<file path="config.mk">
export PLATFORM = sky130hd
export DESIGN_NAME = abr_router
export DESIGN_NICKNAME = d
export VERILOG_FILES = /design/src/abr_pkg.sv /design/src/abr_ext_port.sv /design/src/abr_router.sv
export SDC_FILE = /design/constraint.sdc
export NUM_CORES = 1
export LEC_CHECK = 0
export ABC_AREA = 0
export BUFFER_PORTS_ARGS = -buffer_cell sky130_fd_sc_hd__buf_2
export CORE_MARGIN = 2
export CORE_UTILIZATION = 50
export DETAILED_ROUTE_END_ITERATION = 10
export PLACE_DENSITY = 0.83
export SLEW_MARGIN = 15
export SYNTH_ARGS = -nofsm -noshare
export SYNTH_HDL_FRONTEND = slang
export SYNTH_HIERARCHICAL = 1
export SYNTH_SLANG_ARGS = --single-unit
</file>
<file path="constraint.sdc">
create_clock -name mclk -period 2.85 [get_ports mclk]
set_input_delay 0.285 -clock mclk [delete_from_list [all_inputs] [get_ports mclk]]
set_output_delay 0.285 -clock mclk [all_outputs]
set_load 0.02 [all_outputs]
</file>
<file path="src/abr_pkg.sv">
/*
  Shared constants for the address decode and bit-band router.
  Assumes a single bus clock domain at 25 MHz.
*/
package abr_pkg;
  // ==========================================================
  // address map
  localparam logic [31:0] CODE_BASE    = 32'h0000_0000;
  localparam logic [31:0] SRAM_BASE    = 32'h2000_0000;
  localparam logic [31:0] ALIAS_BASE   = 32'h2200_0000;
  localparam logic [31:0] PERIPH_BASE  = 32'h4000_0000;
  localparam logic [31:0] EXTRAM_BASE  = 32'h6000_0000;
  localparam logic [31:0] EXTPER_BASE  = 32'ha000_0000;
  localparam logic [31:0] INTPER_BASE  = 32'he000_0000;
  localparam logic [31:0] PPB_END      = 32'he00f_ffff;
  localparam logic [31:0] ALIAS_END    = 32'h23ff_ffff;
  localparam logic [31:0] BAND_END     = 32'h200f_ffff;
  localparam logic [31:0] EXTMEM_END   = 32'h60ff_ffff;
  localparam int          EXT_ADDR_W   = 24;
  // ==========================================================
  // external port timing
  localparam int          EXT_CYCLES   = 4;
  localparam logic [2:0]  EXT_LAST     = 3'h3;
  localparam int          CLK_MHZ      = 25;
  // ==========================================================
  // targets and access sizes
  typedef enum logic [2:0] {
    ABR_T_CODE, ABR_T_SYS, ABR_T_PPB, ABR_T_EXT, ABR_T_NONE
  } abr_target_e;
  typedef enum logic [1:0] {
    ABR_SZ_BYTE, ABR_SZ_HALF, ABR_SZ_WORD
  } abr_size_e;
endpackage

</file>
<file path="src/abr_ext_port.sv">
/*
  External memory port: turns one request into a four-cycle memory access
  on 8- or 16-bit memory, sync or async strobing.
  Assumes the router holds the request stable until done.
*/
`timescale 1ns/1ps
module abr_ext_port
  import abr_pkg::*;
(
  input  wire logic                  mclk,
  input  wire logic                  reset,
  input  wire logic                  start,
  input  wire logic                  write,
  input  wire logic [EXT_ADDR_W-1:0] addr,
  input  wire logic [15:0]           wdata,
  input  wire logic                  wide16,
  input  wire logic                  sync_mode,
  input  wire logic [15:0]           mem_rdata,
  output logic                       mem_cs,
  output logic                       mem_rd,
  output logic                       mem_wr,
  output logic                       mem_clk_en,
  output logic [EXT_ADDR_W-1:0]      mem_addr,
  output logic [15:0]                mem_wdata,
  output logic                       mem_wdata_oe,
  output logic                       done,
  output logic [15:0]                rdata
);
  typedef struct packed {
    logic                  busy;
    logic [2:0]            cnt;
    logic                  wr;
    logic                  cs;
    logic                  rd;
    logic                  wen;
    logic                  cken;
    logic [EXT_ADDR_W-1:0] a;
    logic [15:0]           d;
    logic                  oe;
    logic                  done;
    logic [15:0]           q;
  } abr_ext_s;

  abr_ext_s st;
  abr_ext_s next_st;

  always_comb begin
    next_st = st;
    next_st.done = 1'b0;
    if (!st.busy) begin
      if (start) begin
        next_st.busy = 1'b1;
        next_st.cnt  = 3'h0;
        next_st.wr   = write;
        next_st.cs   = 1'b1;
        next_st.a    = addr;
        next_st.d    = wide16 ? wdata : {8'h00, wdata[7:0]};
        next_st.oe   = write;
        next_st.rd   = !write;
        next_st.cken = sync_mode;
      end
    end else begin
      next_st.cnt = st.cnt + 3'h1;
      // async strobe narrowed to the second of four cycles for setup and hold
      next_st.wen = st.wr && !sync_mode && (st.cnt == 3'h0);
      if (st.cnt == EXT_LAST - 3'h1) begin
        next_st.q = wide16 ? mem_rdata : {8'h00, mem_rdata[7:0]};
      end
      if (st.cnt == EXT_LAST) begin
        next_st.busy = 1'b0;
        next_st.cs   = 1'b0;
        next_st.rd   = 1'b0;
        next_st.wen  = 1'b0;
        next_st.oe   = 1'b0;
        next_st.cken = 1'b0;
        next_st.done = 1'b1;
      end
      if (sync_mode && st.wr && st.cnt == 3'h0) next_st.wen = 1'b1;
    end
    if (reset) begin
      next_st = '0;
    end
  end

  always_ff @(posedge mclk) begin
    st <= next_st;
  end

  assign mem_cs       = st.cs;
  assign mem_rd       = st.rd;
  assign mem_wr       = st.wen;
  assign mem_clk_en   = st.cken;
  assign mem_addr     = st.a;
  assign mem_wdata    = st.d;
  assign mem_wdata_oe = st.oe;
  assign done         = st.done;
  assign rdata        = st.q;
endmodule

</file>
<file path="src/abr_router.sv">
/*
  Address decode and bit-band router: steers core accesses to the code
  buses, system bus, private peripheral bus or external memory port, and
  turns bit-band alias writes into read-modify-write on SRAM words.
  Assumes one outstanding request from the core master at a time and
  targets that answer with a one-cycle ack.
*/
`timescale 1ns/1ps
// Functional notes
// - external access takes four bus clocks
// - external memory may be synchronous or asynchronous, chosen by config
// - only one external memory kind at a time
// - external port has 24 address bits, mapped from 0x60000000
// - external data path is 8 or 16 bits wide
// - instruction fetch from external memory only when 16 bits wide
// - external memory access is never gated by security
// - lowest half gigabyte is code, vectors from address zero
// - alias write sets or clears one SRAM bit from data bit 0
// - alias read returns the bit in bit 0, else zeros
// - 0xE0000000 to 0xE00FFFFF decodes as internal peripherals
// - unaligned word and halfword accesses accepted, may be slower
// - code buses carry only code-range accesses
// - system bus carries SRAM, peripherals, external peripherals and above ppb
// - system bus also takes instruction fetches to SRAM
// - system control and debug registers go to private peripheral bus
module abr_router
  import abr_pkg::*;
(
  input  wire logic                  mclk,
  input  wire logic                  reset,
  input  wire logic                  ext_wide16,
  input  wire logic                  ext_sync_mode,
  input  wire logic                  req_valid,
  input  wire logic                  req_write,
  input  wire logic                  req_fetch,
  input  wire logic [1:0]            req_size,
  input  wire logic [31:0]           req_addr,
  input  wire logic [31:0]           req_wdata,
  output logic                       req_done,
  output logic                       req_error,
  output logic [31:0]                req_rdata,
  output logic                       instruction_code_bus_valid,
  output logic                       data_code_bus_valid,
  output logic                       sys_valid,
  output logic                       ppb_valid,
  output logic                       tgt_write,
  output logic [1:0]                 tgt_size,
  output logic [31:0]                tgt_addr,
  output logic [31:0]                tgt_wdata,
  input  wire logic                  tgt_ack,
  input  wire logic [31:0]           tgt_rdata,
  output logic                       mem_cs,
  output logic                       mem_rd,
  output logic                       mem_wr,
  output logic                       mem_clk_en,
  output logic [EXT_ADDR_W-1:0]      mem_addr,
  output logic [15:0]                mem_wdata,
  output logic                       mem_wdata_oe,
  input  wire logic [15:0]           mem_rdata
);
  // ==========================================================
  // state
  typedef enum logic [2:0] {
    ABR_IDLE, ABR_TGT, ABR_BB_RD, ABR_BB_WR, ABR_EXT_LO, ABR_EXT_HI,
    ABR_RESP
  } abr_state_e;

  typedef struct packed {
    abr_state_e  fsm;
    logic        ic;
    logic        dc;
    logic        sys;
    logic        private_peripheral_bus;
    logic        wr;
    logic [1:0]  sz;
    logic [31:0] a;
    logic [31:0] wd;
    logic [4:0]  bitn;
    logic        bbval;
    logic        bbwr;
    logic        done;
    logic        err;
    logic [31:0] rd;
    logic        xstart;
    logic [1:0]  xleft;
    logic [EXT_ADDR_W-1:0] xa;
    logic [15:0] xd;
  } abr_router_s;

  abr_router_s st;
  abr_router_s next_st;

  logic              ext_done;
  logic [15:0]       ext_rdata;
  abr_target_e       target;
  logic              is_alias;
  logic              is_ext;
  logic              fetch_bad;
  logic [31:0]       bb_word;

  // ==========================================================
  // address decode
  always_comb begin
    is_alias  = (req_addr >= ALIAS_BASE) && (req_addr <= ALIAS_END);
    is_ext    = (req_addr >= EXTRAM_BASE) && (req_addr <= EXTMEM_END);
    fetch_bad = 1'b0;
    if (req_addr < SRAM_BASE) begin
      target = ABR_T_CODE;
    end else if (req_addr < INTPER_BASE) begin
      target = ABR_T_SYS;
      if (req_addr >= EXTRAM_BASE && req_addr < EXTPER_BASE) begin
        // only the mapped window of external ram has a device behind it
        target = is_ext ? ABR_T_EXT : ABR_T_NONE;
      end
      if (req_fetch && req_addr >= PERIPH_BASE) begin
        // no fetches from peripherals; external memory needs 16 bits
        fetch_bad = !(is_ext && ext_wide16);
      end
    end else if (req_addr <= PPB_END) begin
      target = ABR_T_PPB;
    end else begin
      target = ABR_T_SYS;
    end
    if (req_fetch && req_addr >= PERIPH_BASE && req_addr >= INTPER_BASE) begin
      fetch_bad = 1'b1;
    end
  end

  // ==========================================================
  // bit-band: alias word back to SRAM word and bit
  always_comb begin
    // byte offset*32 + bit*4 -> word address and bit number
    bb_word = SRAM_BASE | {12'h000, req_addr[24:7], 2'b00};
  end

  // ==========================================================
  // next state
  always_comb begin
    next_st = st;
    next_st.done   = 1'b0;
    next_st.err    = 1'b0;
    next_st.xstart = 1'b0;
    case (st.fsm)
      ABR_IDLE: begin
        if (req_valid) begin
          next_st.wr = req_write;
          next_st.sz = req_size;
          next_st.a  = req_addr;
          next_st.wd = req_wdata;
          if (fetch_bad || target == ABR_T_NONE) begin
            next_st.fsm = ABR_RESP;
            next_st.err = 1'b1;
            next_st.done = 1'b1;
            next_st.rd  = 32'h0000_0000;
            next_st.fsm = ABR_IDLE;
          end else if (is_alias) begin
            next_st.a    = bb_word;
            next_st.bitn = req_addr[6:2];
            next_st.bbval = req_wdata[0];
            next_st.bbwr = req_write;
            next_st.wr   = 1'b0;
            next_st.sz   = 2'(ABR_SZ_WORD);
            next_st.sys  = 1'b1;
            next_st.fsm  = ABR_BB_RD;
          end else if (target == ABR_T_EXT) begin
            // no security check on this path
            next_st.xleft = (ext_wide16 ? 2'h1 : 2'h3);
            if (req_size == 2'(ABR_SZ_BYTE)) next_st.xleft = 2'h0;
            if (req_size == 2'(ABR_SZ_HALF) && ext_wide16) begin
              next_st.xleft = 2'h0;
            end
            if (req_size == 2'(ABR_SZ_HALF) && !ext_wide16) begin
              next_st.xleft = 2'h1;
            end
            next_st.xa     = req_addr[EXT_ADDR_W-1:0];
            next_st.xd     = req_wdata[15:0];
            next_st.xstart = 1'b1;
            next_st.rd     = 32'h0000_0000;
            next_st.fsm    = ABR_EXT_LO;
          end else begin
            next_st.ic  = (target == ABR_T_CODE) && req_fetch;
            next_st.dc  = (target == ABR_T_CODE) && !req_fetch;
            next_st.sys = (target == ABR_T_SYS);
            next_st.private_peripheral_bus = (target == ABR_T_PPB);
            next_st.fsm = ABR_TGT;
          end
        end
      end
      ABR_TGT: begin
        if (tgt_ack) begin
          {next_st.ic, next_st.dc, next_st.sys, next_st.private_peripheral_bus} = 4'h0;
          next_st.rd   = tgt_rdata;
          next_st.done = 1'b1;
          next_st.fsm  = ABR_IDLE;
        end
      end
      ABR_BB_RD: begin
        // read and write back without leaving the bus: atomic to the core
        if (tgt_ack) begin
          if (st.bbwr) begin
            next_st.wd = tgt_rdata;
            next_st.wd[st.bitn] = st.bbval;
            next_st.wr  = 1'b1;
            next_st.fsm = ABR_BB_WR;
          end else begin
            next_st.sys  = 1'b0;
            next_st.rd   = {31'h0, tgt_rdata[st.bitn]};
            next_st.done = 1'b1;
            next_st.fsm  = ABR_IDLE;
          end
        end
      end
      ABR_BB_WR: begin
        if (tgt_ack) begin
          next_st.sys  = 1'b0;
          next_st.wr   = 1'b0;
          next_st.rd   = 32'h0000_0000;
          next_st.done = 1'b1;
          next_st.fsm  = ABR_IDLE;
        end
      end
      ABR_EXT_LO: begin
        // narrow memory: words and halves split into beats, low first
        if (ext_done) begin
          next_st.rd = ext_wide16 ?
            {ext_rdata, st.rd[31:16]} : {ext_rdata[7:0], st.rd[31:8]};
          if (st.xleft == 2'h0) begin
            next_st.done = 1'b1;
            next_st.fsm  = ABR_EXT_HI;
          end else begin
            next_st.xleft  = st.xleft - 2'h1;
            next_st.xa     = st.xa + (ext_wide16 ? 24'h2 : 24'h1);
            next_st.wd     = ext_wide16 ? {16'h0, st.wd[31:16]}
                                        : {8'h0, st.wd[31:8]};
            next_st.xd     = ext_wide16 ? st.wd[31:16]
                                        : {8'h0, st.wd[15:8]};
            next_st.xstart = 1'b1;
          end
        end
      end
      ABR_EXT_HI: begin
        // back to idle; assembled read data is left as shifted in, not right-justified
        next_st.fsm = ABR_IDLE;
      end
      ABR_RESP: begin
        next_st.fsm = ABR_IDLE;
      end
      default: begin
        next_st.fsm = ABR_IDLE;
      end
    endcase
    if (reset) begin
      next_st = '0;
      next_st.fsm = ABR_IDLE;
    end
  end

  always_ff @(posedge mclk) begin
    st <= next_st;
  end

  // ==========================================================
  // external memory port
  abr_ext_port u_ext (
    .mclk         (mclk),
    .reset        (reset),
    .start        (st.xstart),
    .write        (st.wr),
    .addr         (st.xa),
    .wdata        (st.xd),
    .wide16       (ext_wide16),
    .sync_mode    (ext_sync_mode),
    .mem_rdata    (mem_rdata),
    .mem_cs       (mem_cs),
    .mem_rd       (mem_rd),
    .mem_wr       (mem_wr),
    .mem_clk_en   (mem_clk_en),
    .mem_addr     (mem_addr),
    .mem_wdata    (mem_wdata),
    .mem_wdata_oe (mem_wdata_oe),
    .done         (ext_done),
    .rdata        (ext_rdata)
  );

  assign req_done    = st.done;
  assign req_error   = st.err;
  assign req_rdata   = st.rd;
  assign instruction_code_bus_valid = st.ic;
  assign data_code_bus_valid = st.dc;
  assign sys_valid   = st.sys;
  assign ppb_valid   = st.private_peripheral_bus;
  assign tgt_write   = st.wr;
  assign tgt_size    = st.sz;
  assign tgt_addr    = st.a;
  assign tgt_wdata   = st.wd;
endmodule

</file>
==> results of run 1 <==
[state kept, by name, summed over array words and instances, names as in the netlist, 2 cells and up]
register	cells
tgt_wdata	32
u_ext/mem_addr	24
tgt_size	2
u_ext/mem_wdata	16
st	53
u_ext/st	5
tgt_addr	32
req_rdata	32
u_ext/rdata	16
[final timing paths]
kind	startpoint	slack [ns]	cells after the start	to
min reg2reg	u_ext/mem_addr[13]	0.45	2	u_ext/mem_addr[13]
max	st[157]	0.34	7	req_rdata[30]
min	mem_rdata[1]	0.009	3	u_ext/rdata[1]
max reg2reg	st[157]	0.34	7	req_rdata[30]
[worst max-delay path: stages (launching register included)]
cell      delay (ns)
dfxtp_1         0.58
clkinv_1        0.34
nand2_1         0.24
nor2_1          0.12
a211oi_4        0.20
buf_4           0.54
nor2_1          0.11
a211oi_1        0.26
[power breakdown]
group / switching, mW / leakage (nW) / total, mW / internal [mW]
Sequential: 0.104 / 1.83 / 3.37 / 3.27
Clock: 1.30 / 0.382 / 3.10 / 1.80
Combinational: 0.644 / 3.27 / 1.02 / 0.375
[synthesized netlist by cell type, types with 22 or more instances]
library cell	instances	share of area
clkbuf_1	75	0.023
mux2_2	72	0.065
nand3_1	32	0.013
a22oi_1	60	0.036
buf_4	158	0.095
mux2i_1	50	0.040
nand2_1	175	0.053
a21oi_1	103	0.041
buf_2	22	0.0088
a221oi_1	23	0.016
a211oi_1	77	0.046
dfxtp_1	225	0.36
nor2_1	191	0.057
[stage by stage]
| stage | hold slack [ns] | worst slack, ns |
|---|---|---|
| 2_1_floorplan | 0.413 | 0.150 |
| 3_3_place_gp | 0.438 | 0.398 |
| 3_5_place_dp | 0.442 | 0.283 |
| 4_1_cts | 0.00140 | 0.393 |
| 5_1_grt | 0.00946 | 0.137 |
| 6_report | 0.00909 | 0.341 |
[layer usage]
| layer | wire length (µm) | GRT usage | vias up |
|---|---|---|---|
| li1 | - | - | 5272 |
| met1 | 16000 | 0.376 | 5266 |
| met2 | 16000 | 0.407 | 566 |
| met3 | 3440 | 0.0518 | 118 |
| met4 | 1520 | 0.113 | 4 |
| met5 | 23 | 0 | - |
[placed cells by master (no fill, tap or decap), types with 23 or more instances in the layout]
master     count
buf_2        269
clkbuf_16     25
a22oi_1       60
buf_4         23
a21oi_1      103
a211oi_1      77
a221oi_1      23
dfxtp_1      225
mux2_2        72
mux2i_1       50
nand2_1      175
nor2_1       187
nand3_1       32
[area by class of cell]
type                            count  area share
Clock inverter                     12     0.00884
Clock buffer                       28      0.0476
Timing Repair Buffer              297       0.117
Sequential cell                   225       0.332
Multi-Input combinational cell    985       0.461
Antenna cell                        1    0.000184
Inverter                           15     0.00415
Tap cell                          324      0.0299
[cells by family (layout without fill, tap and decap cells)]
family	Yosys count	count (layout)
xor gates and xnor gates	14	14
AOI/OAI and AO/OA	355	355
other	0	1
buffers and inverters	284	352
adders and majority gates	7	7
muxes	124	124
DFF	225	225
and+or+nand+nor	485	485
==> results.md, run 1 <==
- Placed cells: roughly 1800
- Residual DRC: 0
- Routed WL: 37000 µm
- Hold Crit Class: in2reg
- Maximum VDD drop: approximately 0.42 mV
- Hold Violations, Final: 0
- Fillers: between 2000 and 2500
- Max Slew Vio Count: 0
- Post-synthesis cell count: between 1000 and 1500
- Die Footprint: roughly 26000 µm²
- Bufs on Longest Clock Path: 3
- Final core utilization: 0.557
- CTS tree: yes
- Startpoint Class: flip-flop
- Asr flop ratio synth: 0
- Starting density of the core: 0.512
- Synth warnings: 6
- Layout overhead on the synthesized area: 8.70%
- Total number of vias: 11226
- ANT nets after route: 0
- MaxCap Viol Count: 0
- First-pass GRT wire length: ~57000 µm
- Clock sink count: between 200 and 250
- Multi-input gate area: between 6000 and 7000 µm²
- Final period util: 0.880
- Hold_buf cts: 2
- Critical Path End Type: flip-flop
- Routed WL per cell: 19.6 µm
- Tot GR Track Use: 0.269
- Top_reg_cell synth: dfxtp_1
- Yosys cell types: between 70 and 80
- H-Tree Depth: 1
- Leak Pwr: between 5 and 6 nW
- Endpoints failing setup: 0
- Count of non-filler cells in the finished layout: about 1900
- Initial antenna violation count: 3
- Kind of critical path: reg2reg
- Chip Width: roughly 160 µm
- Adder-Cell Fraction of Synth Area: 0.00761
- Core area: roughly 24000 µm²
- Net Count, Synth: ~1600
- Total power: about 7.5 mW
- Sequential cell area fraction in the yosys report: 0.361
- Worst Path Max Fanout: 64
- Pin count of the biggest net entering global routing: 88
- Port Buf Inserts: roughly 270
- WP data required: 3.27 ns
- Max Freq: between 300 and 400 MHz
- Relative slew slack: 0.268
- Yosys reg bits: between 200 and 250
- Unrepaired setup endpoints after global routing: false
- Worst-Margin Slew: about 1.1 ns
- Nets: between 1500 and 2000
- Clk_skew: 0.00905 ns
- DP HPWL: 26600 µm
- Tmin final: 2.51 ns
- Post-CTS setup buffer count: 0
- Die height: approximately 160 µm
- Pwr Density: 552 nW/µm²
- Post-CTS sizing: 0
- Via/cell ratio: between 5 and 6
- Compound-gate portion of the synthesized area: 0.200
- GP Congestion: a little over 0.9
- Latest clock arrival within the worst-skew pair: ~0.52 ns
- Placed Area: 12800 µm²
- XOR/XNOR Fraction of Synth Area: 0.00981
- Root Buffer: clkbuf_16
- Reg clk slew, reported paths: 0.06 ns
- Layout cell share with drive strength beyond 1: 0.277
- Total negative slack: 0 ns
- Largest family of logic cells by synthesized area: compound AO/OA/AOI/OAI gates
- Number of synthesized flops with an enable pin: 0
- Post-Syn Area: roughly 12000 µm²
- Mux contribution to synthesized area: 0.109
- Num ports: around 270
- Average size of a mapped cell: 8.36 µm²
- Post-Synth Simple-Gate Area: 0.172
- Total CTS buffers: 25
- Congestion Overflow GR: 0
- Outcome: complete, no violations
- Arrival @ worst endpoint: 2.93 ns
- Finished Cell Area: ~14000 µm²
- Vias in the first global route: around 11000
- Core Rows: 57
- 1st-iter DRT viols: between 1000 and 1500
- Reg area: roughly 4500 µm²
- Pre-Repair DR Iteration Count: 6
(Power assumes the default switching activity.)
==> run 2, diff against run 1 <==
--- a/config.mk
+++ b/config.mk
@@ -6,7 +6,7 @@
 export NUM_CORES = 1
 export LEC_CHECK = 0
 export ABC_AREA = 0
-export BUFFER_PORTS_ARGS = -buffer_cell sky130_fd_sc_hd__buf_2
+export BUFFER_PORTS_ARGS = -buffer_cell sky130_fd_sc_hd__buf_4
 export CORE_MARGIN = 2
 export CORE_UTILIZATION = 50
 export DETAILED_ROUTE_END_ITERATION = 10
==> results.md, run 2 (synthesis results as in run 1) <==
- Root Buffer: clkbuf_16
- Num ports: 272 (unchanged)
- Total power: 7.93 mW (+5.7%)
- Endpoints failing setup: 0 (unchanged)
- Arrival @ worst endpoint: 2.76 ns (-0.17 ns)
- Final core utilization: 0.588 (+0.0309)
- Maximum VDD drop: 0.347 mV (-17%)
- Final period util: 0.841 (-0.0391)
- Routed WL per cell: 20.0 µm (+2.0%)
- H-Tree Depth: 1 (unchanged)
- Hold_buf cts: 0 (-2)
- Worst-Margin Slew: 0.926 ns (-0.173 ns)
- Die height: 162 µm (unchanged)
- DP HPWL: 27000 µm (+1.6%)
- Chip Width: 162 µm (unchanged)
- Pin count of the biggest net entering global routing: 91 (+3.4%)
- Nets: 1675 (-0.18%)
- Startpoint Class: flip-flop
- Congestion Overflow GR: 0 (unchanged)
- GP Congestion: 0.897 (-3.0%)
- Total CTS buffers: 24 (-4.0%)
- WP data required: 3.22 ns (-0.05 ns)
- Multi-input gate area: 6250 µm² (unchanged)
- Tmin final: 2.40 ns (-0.111 ns)
- Relative slew slack: 0.383 (+0.115)
- Via/cell ratio: 5.98 (+0.54%)
- Post-CTS setup buffer count: 0 (unchanged)
- Reg area: 4500 µm² (unchanged)
- Routed WL: 37800 µm (+2.0%)
- Bufs on Longest Clock Path: 3 (unchanged)
- Commonest non-fill, non-tap cell in the layout: buf_4
- Fillers: 2123 (-6.4%)
- Place WS: 0.501 ns (+0.219 ns)
- CTS tree: yes
- Leak Pwr: 5.64 nW (+3.0%)
- Die Footprint: 26300 µm² (unchanged)
- Clock sink count: 225 (unchanged)
- Pre-Repair DR Iteration Count: 6 (unchanged)
- 1st-iter DRT viols: 1539 (+8.1%)
- Most frequent cells in the layout: buf_4, dfxtp_1, nor2_1
- Cells on worst reg2reg path: 7 (unchanged)
- Initial antenna violation count: 0 (-3)
- Hold Violations, Final: 0 (unchanged)
- Worst Path Max Fanout: 64 (unchanged)
- Layout cell share with drive strength beyond 1: 0.280 (+0.00284)
- Total negative slack: 0 ns (unchanged)
- Layout overhead on the synthesized area: 14.7%
- Hold Crit Class: in2reg
- Total number of vias: 11293 (+0.60%)
- Unrepaired setup endpoints after global routing: false
- Antenna cells: 0 (-1)
- Critical Path End Type: flip-flop
- Starting density of the core: 0.512 (unchanged)
- Pwr Density: 553 nW/µm² (+0.19%)
- Top reg by flops: st
- Kind of critical path: reg2reg
- Hold path cells: 3 (unchanged)
- Core Rows: 57 (unchanged)
- Vias in the first global route: 10607 (+0.78%)
- Residual DRC: 0 (unchanged)
- Outcome: complete, no violations
- MaxCap Viol Count: 0 (unchanged)
- Clk_skew: 0.0154 ns (+0.00640 ns)
- Max Freq: 417 MHz (+4.6%)
- Post-CTS sizing: 0 (unchanged)
- Tot GR Track Use: 0.274 (+0.00481)
- Number of flip-flops under the largest register name: 53 (unchanged)
- ANT nets after route: 0 (unchanged)
- First-pass GRT wire length: 58300 µm (+1.4%)
- Final worst slack: 0.453 ns (+0.111 ns)
- Max Slew Vio Count: 0 (unchanged)
- Port Buf Inserts: 271 (unchanged)
- Core area: 24400 µm² (unchanged)
- Reg clk slew, reported paths: 0.06 ns (about the same)
- Latest clock arrival within the worst-skew pair: 0.52 ns (about the same)
run 2: cell count changes in the layout (fill, tap and decap cells not counted), sizes merged:
cell         previous run  this run
clkinv                 10         9
dlygate4sd3             2         0
clkbuf                 28        31
diode                   1         0
bufinv                  2         4
run 2: cell type report:
class,count,area share
timing repair buffer,295,0.157
clock inverter,13,0.0120
tap,324,0.0283
clock buffer,31,0.0487
sequential,225,0.314
multi-input combinational,985,0.436
inverter,15,0.00393
run 2: where the power goes:
part | switching, mW | leakage, nW | internal (mW)
Clock | 1.32 | 0.433 | 2.09
Sequential | 0.115 | 1.83 | 3.27
Combinational | 0.650 | 3.38 | 0.484
run 2: critical path, stage by stage (launching register included):
cell	delay, ns
dfxtp_1	0.62
nor2_1	0.21
and2_1	0.23
a211oi_1	0.45
a211oi_4	0.07
buf_4	0.33
nor2_1	0.23
a211oi_2	0.07
run 2: metrics by stage:
stage                     cells  hold WS (ns)  instance area, µm²
after floorplan            1494         0.413               12500
after global placement     1844         0.439               13500
after detailed placement   1844         0.447               13500
after CTS                  1888       0.00164               14300
after global routing       1888        0.0146               14300
final                      1888       0.00947               14300
run 2: final timing paths:
| kind | to | from | slack, ns |
|---|---|---|---|
| max | req_rdata[31] | st[155] | 0.45 |
| min reg2reg | u_ext/mem_addr[9] | u_ext/mem_addr[9] | 0.46 |
| min | st[77] | req_write | 0.009 |
| max reg2reg | req_rdata[31] | st[155] | 0.45 |
run 2: per-layer routing:
metal | vias up | share of wire | global-route usage
met4 | 0 | 0.037 | 0.105
li1 | 5282 | - | -
met5 | - | 0 | 0
met1 | 5324 | 0.42 | 0.379
met3 | 93 | 0.097 | 0.0529
met2 | 594 | 0.44 | 0.423
==> run 3, diff against run 2 <==
--- a/config.mk
+++ b/config.mk
@@ -5,7 +5,7 @@
 export SDC_FILE = /design/constraint.sdc
 export NUM_CORES = 1
 export LEC_CHECK = 0
-export ABC_AREA = 0
+export ABC_AREA = 1
 export BUFFER_PORTS_ARGS = -buffer_cell sky130_fd_sc_hd__buf_4
 export CORE_MARGIN = 2
 export CORE_UTILIZATION = 50
==> constraint.sdc (replaced) <==
create_clock -name mclk -period 2.05 [get_ports mclk]
set_input_delay 0.205 -clock mclk [delete_from_list [all_inputs] [get_ports mclk]]
set_output_delay 0.205 -clock mclk [all_outputs]
set_load 0.02 [all_outputs]
==> results.md, run 3 <==
- CTS tree: yes
- Net Count, Synth: 2046 (+26%)
- Core Rows: 59 (+3.5%)
- DP HPWL: 31000 µm (+15%)
- Pre-Repair DR Iteration Count: 6 (unchanged)
- Average size of a mapped cell: 6.79 µm² (-19%)
- Place WS: -0.141 ns (-0.642 ns)
- CP Cell Sequence: inv_1 -> nor2_1 -> inv_1 -> o311ai_0 -> buf_4 -> a31oi_1
- RR Endpoint: tgt_wdata[13]
- MaxCap Viol Count: 0 (unchanged)
- Maximum VDD drop: 0.600 mV (+73%)
- Residual DRC: 0 (unchanged)
- Core area: 25800 µm² (+5.9%)
- Kind of critical path: reg2reg
- Num ports: 272 (unchanged)
- Pin count of the biggest net entering global routing: 106 (+16%)
- CP peak stage delay: 0.76 ns (+0.14 ns)
- Critical Path End Type: flip-flop
- Total CTS buffers: 24 (unchanged)
- Post-Syn Area: 13000 µm² (+4.2%)
- WP data required: 2.45 ns (-0.77 ns)
- Yosys reg bits: 225 (unchanged)
- Count leader, synth: nand2_1
- CP most frequent cell: inv_1
- Worst R2R Setup Slack: 0.02 ns (-0.44 ns)
- Congestion Overflow GR: 0 (unchanged)
- Via/cell ratio: 5.64 (-5.7%)
- Bufs on Longest Clock Path: 3 (unchanged)
- Die height: 165 µm (+2.0%)
- GP Congestion: 0.964 (+7.4%)
- Final period util: 0.992 (+0.151)
- Commonest non-fill, non-tap cell in the layout: nand2_1
- Top post-synthesis cells by area: dfxtp_1, nand2_1, buf_4, nor2_1, a21oi_1
- Total number of vias: 13715 (+21%)
- Critical-path top delay cell: o311ai_0
- Root Buffer: clkbuf_16
- Crit path max-delay family: compound AO/OA/AOI/OAI gates
- Setup crit end: tgt_wdata[13]
- Tot GR Track Use: 0.307 (+0.0327)
- Top reg by flops: st
- Pwr Density: 680 nW/µm² (+23%)
- Worst Path Max Fanout: 12 (-81%)
- Endpoints failing setup: 0 (unchanged)
- Asr flop ratio synth: 0 (unchanged)
- Outcome: complete, no violations
- Cells on worst reg2reg path: 6 (-1)
- Hold Violations, Final: 0 (unchanged)
- Starting density of the core: 0.504 (-0.00843)
- Crit Reg-Reg Startpoint: st[79]
- Reg clk slew, reported paths: 0.06 ns (about the same)
- Worst-Margin Slew: 0.956 ns (+0.0302 ns)
- Synth top area share: 0.346 (-0.0145)
- Routed WL: 44100 µm (+17%)
- Die Footprint: 27300 µm² (+4.1%)
- Startpoint Class: flip-flop
- Final core utilization: 0.615 (+0.0273)
- Worst Hold Slack: 0.00660 ns (-0.00287 ns)
- 1st-iter DRT viols: 1391 (-9.6%)
- Clk_skew: 0.00956 ns (-0.00588 ns)
- ANT nets after route: 0 (unchanged)
- Clock sink count: 225 (unchanged)
- Top_reg_cell synth: dfxtp_1
- Nets: 2208 (+32%)
- Initial antenna violation count: 1 (+1)
- Tmin final: 2.03 ns (-0.364 ns)
- Routed WL per cell: 18.1 µm (-9.4%)
- Number of synthesized flops with an enable pin: 0 (unchanged)
- Synth warnings: 6 (unchanged)
- Post-synthesis cell count: 1917 (+28%)
- CP bufs+invs: 3 (+2)
- Hold Crit Class: in2reg
- Latest clock arrival within the worst-skew pair: 0.52 ns (about the same)
- Layout overhead on the synthesized area: 22.1%
- Final worst slack: 0.0162 ns (-0.436 ns)
- First-pass GRT wire length: 66600 µm (+14%)
- Vias in the first global route: 12204 (+15%)
- Max Slew Vio Count: 0 (unchanged)
- Area leader, netlist: dfxtp_1
- Most frequent cells in the layout: nand2_1, buf_4, nor2_1
- Sequential cell area fraction in the yosys report: 0.346 (-0.0145)
- Crit path launch: st[79]
- Arrival @ worst endpoint: 2.44 ns (-0.32 ns)
- Yosys cell types: 41 (-42%)
- Port Buf Inserts: 271 (unchanged)
- Layout cell share with drive strength beyond 1: 0.194 (-0.0859)
- Unrepaired setup endpoints after global routing: false
- Max Freq: 492 MHz (+18%)
- Leak Pwr: 6.95 nW (+23%)
- Top cells by count, synth: nand2_1, nor2_1, dfxtp_1
- CP Depth: 6 (-1)
- Number of flip-flops under the largest register name: 53 (unchanged)
- Chip Width: 165 µm (+2.0%)
- H-Tree Depth: 1 (unchanged)
- Relative slew slack: 0.363 (-0.0201)
[run 3: changes by cell type in the layout (fill, tap and decap cells not counted), sizes merged, moves of 75 or more]
cell / change
nand2: +204
inv: +136
o21ai: +133
a211oi: -82
dlygate4sd3: +75
nand3: +75
[run 3: through the flow]
step | power, mW | cell area [µm²] | instances | setup TNS, ns
after floorplan | 5.67 | 13000 | 1917 | 0
after global placement | 6.17 | 14300 | 2309 | -0.320
after detailed placement | 6.19 | 14300 | 2309 | -0.198
after CTS | 10.8 | 15800 | 2427 | 0
after global routing | 11.1 | 15900 | 2431 | 0
final | 10.8 | 15900 | 2432 | 0
[run 3: worst register-to-register path, delay by kind of cell (launching register included)]
family          cells  cell delay [ns]
flops               1             0.44
compound gates      2             0.85
buf+inv             3             0.50
simple gates        1             0.14
[run 3: kinds of logic (layout without fill, tap and decap cells)]
| family | after synthesis | after routing | share of synthesized area |
|---|---|---|---|
| flip-flops | 225 | 225 | 0.346 |
| AO/OA/AOI/OAI | 427 | 427 | 0.179 |
| XOR/XNOR | 5 | 5 | 0.00336 |
| other | 0 | 1 | 0 |
| multiplexers | 39 | 39 | 0.0300 |
| buffers and inverters | 415 | 594 | 0.175 |
| AND/OR/NAND/NOR | 799 | 799 | 0.260 |
| adder cells (fa/ha/maj) | 7 | 7 | 0.00731 |
[run 3: final cells by class]
type / count / area, µm²
fill: 2306 / 9950
antenna: 1 / 2.50
sequential: 225 / 4500
clock inverter: 9 / 126
inverter: 150 / 571
multi-input combinational: 1277 / 6250
clock buffer: 34 / 699
tap: 335 / 419
timing repair buffer: 401 / 3310
[run 3: worst min-delay path by stage]
stage / startpoint / end / slack [ns] / cells past startpoint
after floorplan: reset / u_ext/mem_rd / 0.27 / 1
after global placement: u_ext/mem_cs / u_ext/mem_cs / 0.44 / 2
after detailed placement: mem_rdata[14] / u_ext/rdata[14] / 0.44 / 3
after CTS: req_write / st[77] / 0.003 / 3
after global routing: req_wdata[19] / tgt_wdata[19] / 0.006 / 3
final: req_write / st[77] / 0.007 / 3
[run 3: layer usage]
metal  routed length, µm  vias to the layer above  track usage
met4                1530                        2       0.0995
met3                4360                      125       0.0624
met5                  11                        -            0
li1                    -                     6520            -
met2               19600                      787        0.479
met1               18600                     6281        0.424
[run 3: where the power goes]
group | switching, mW | internal, mW
Sequential | 0.137 | 4.52
Clock | 1.79 | 2.75
Combinational | 0.932 | 0.680
Total | 2.86 | 7.95
[run 3: timing repair]
item                                    4_1_cts  5_1_grt
resized for setup                             0       10
hold endpoints to repair                     82        0
endpoints found under the setup margin        0       44
setup buffers                                 0        4
hold buffers                                 75        0
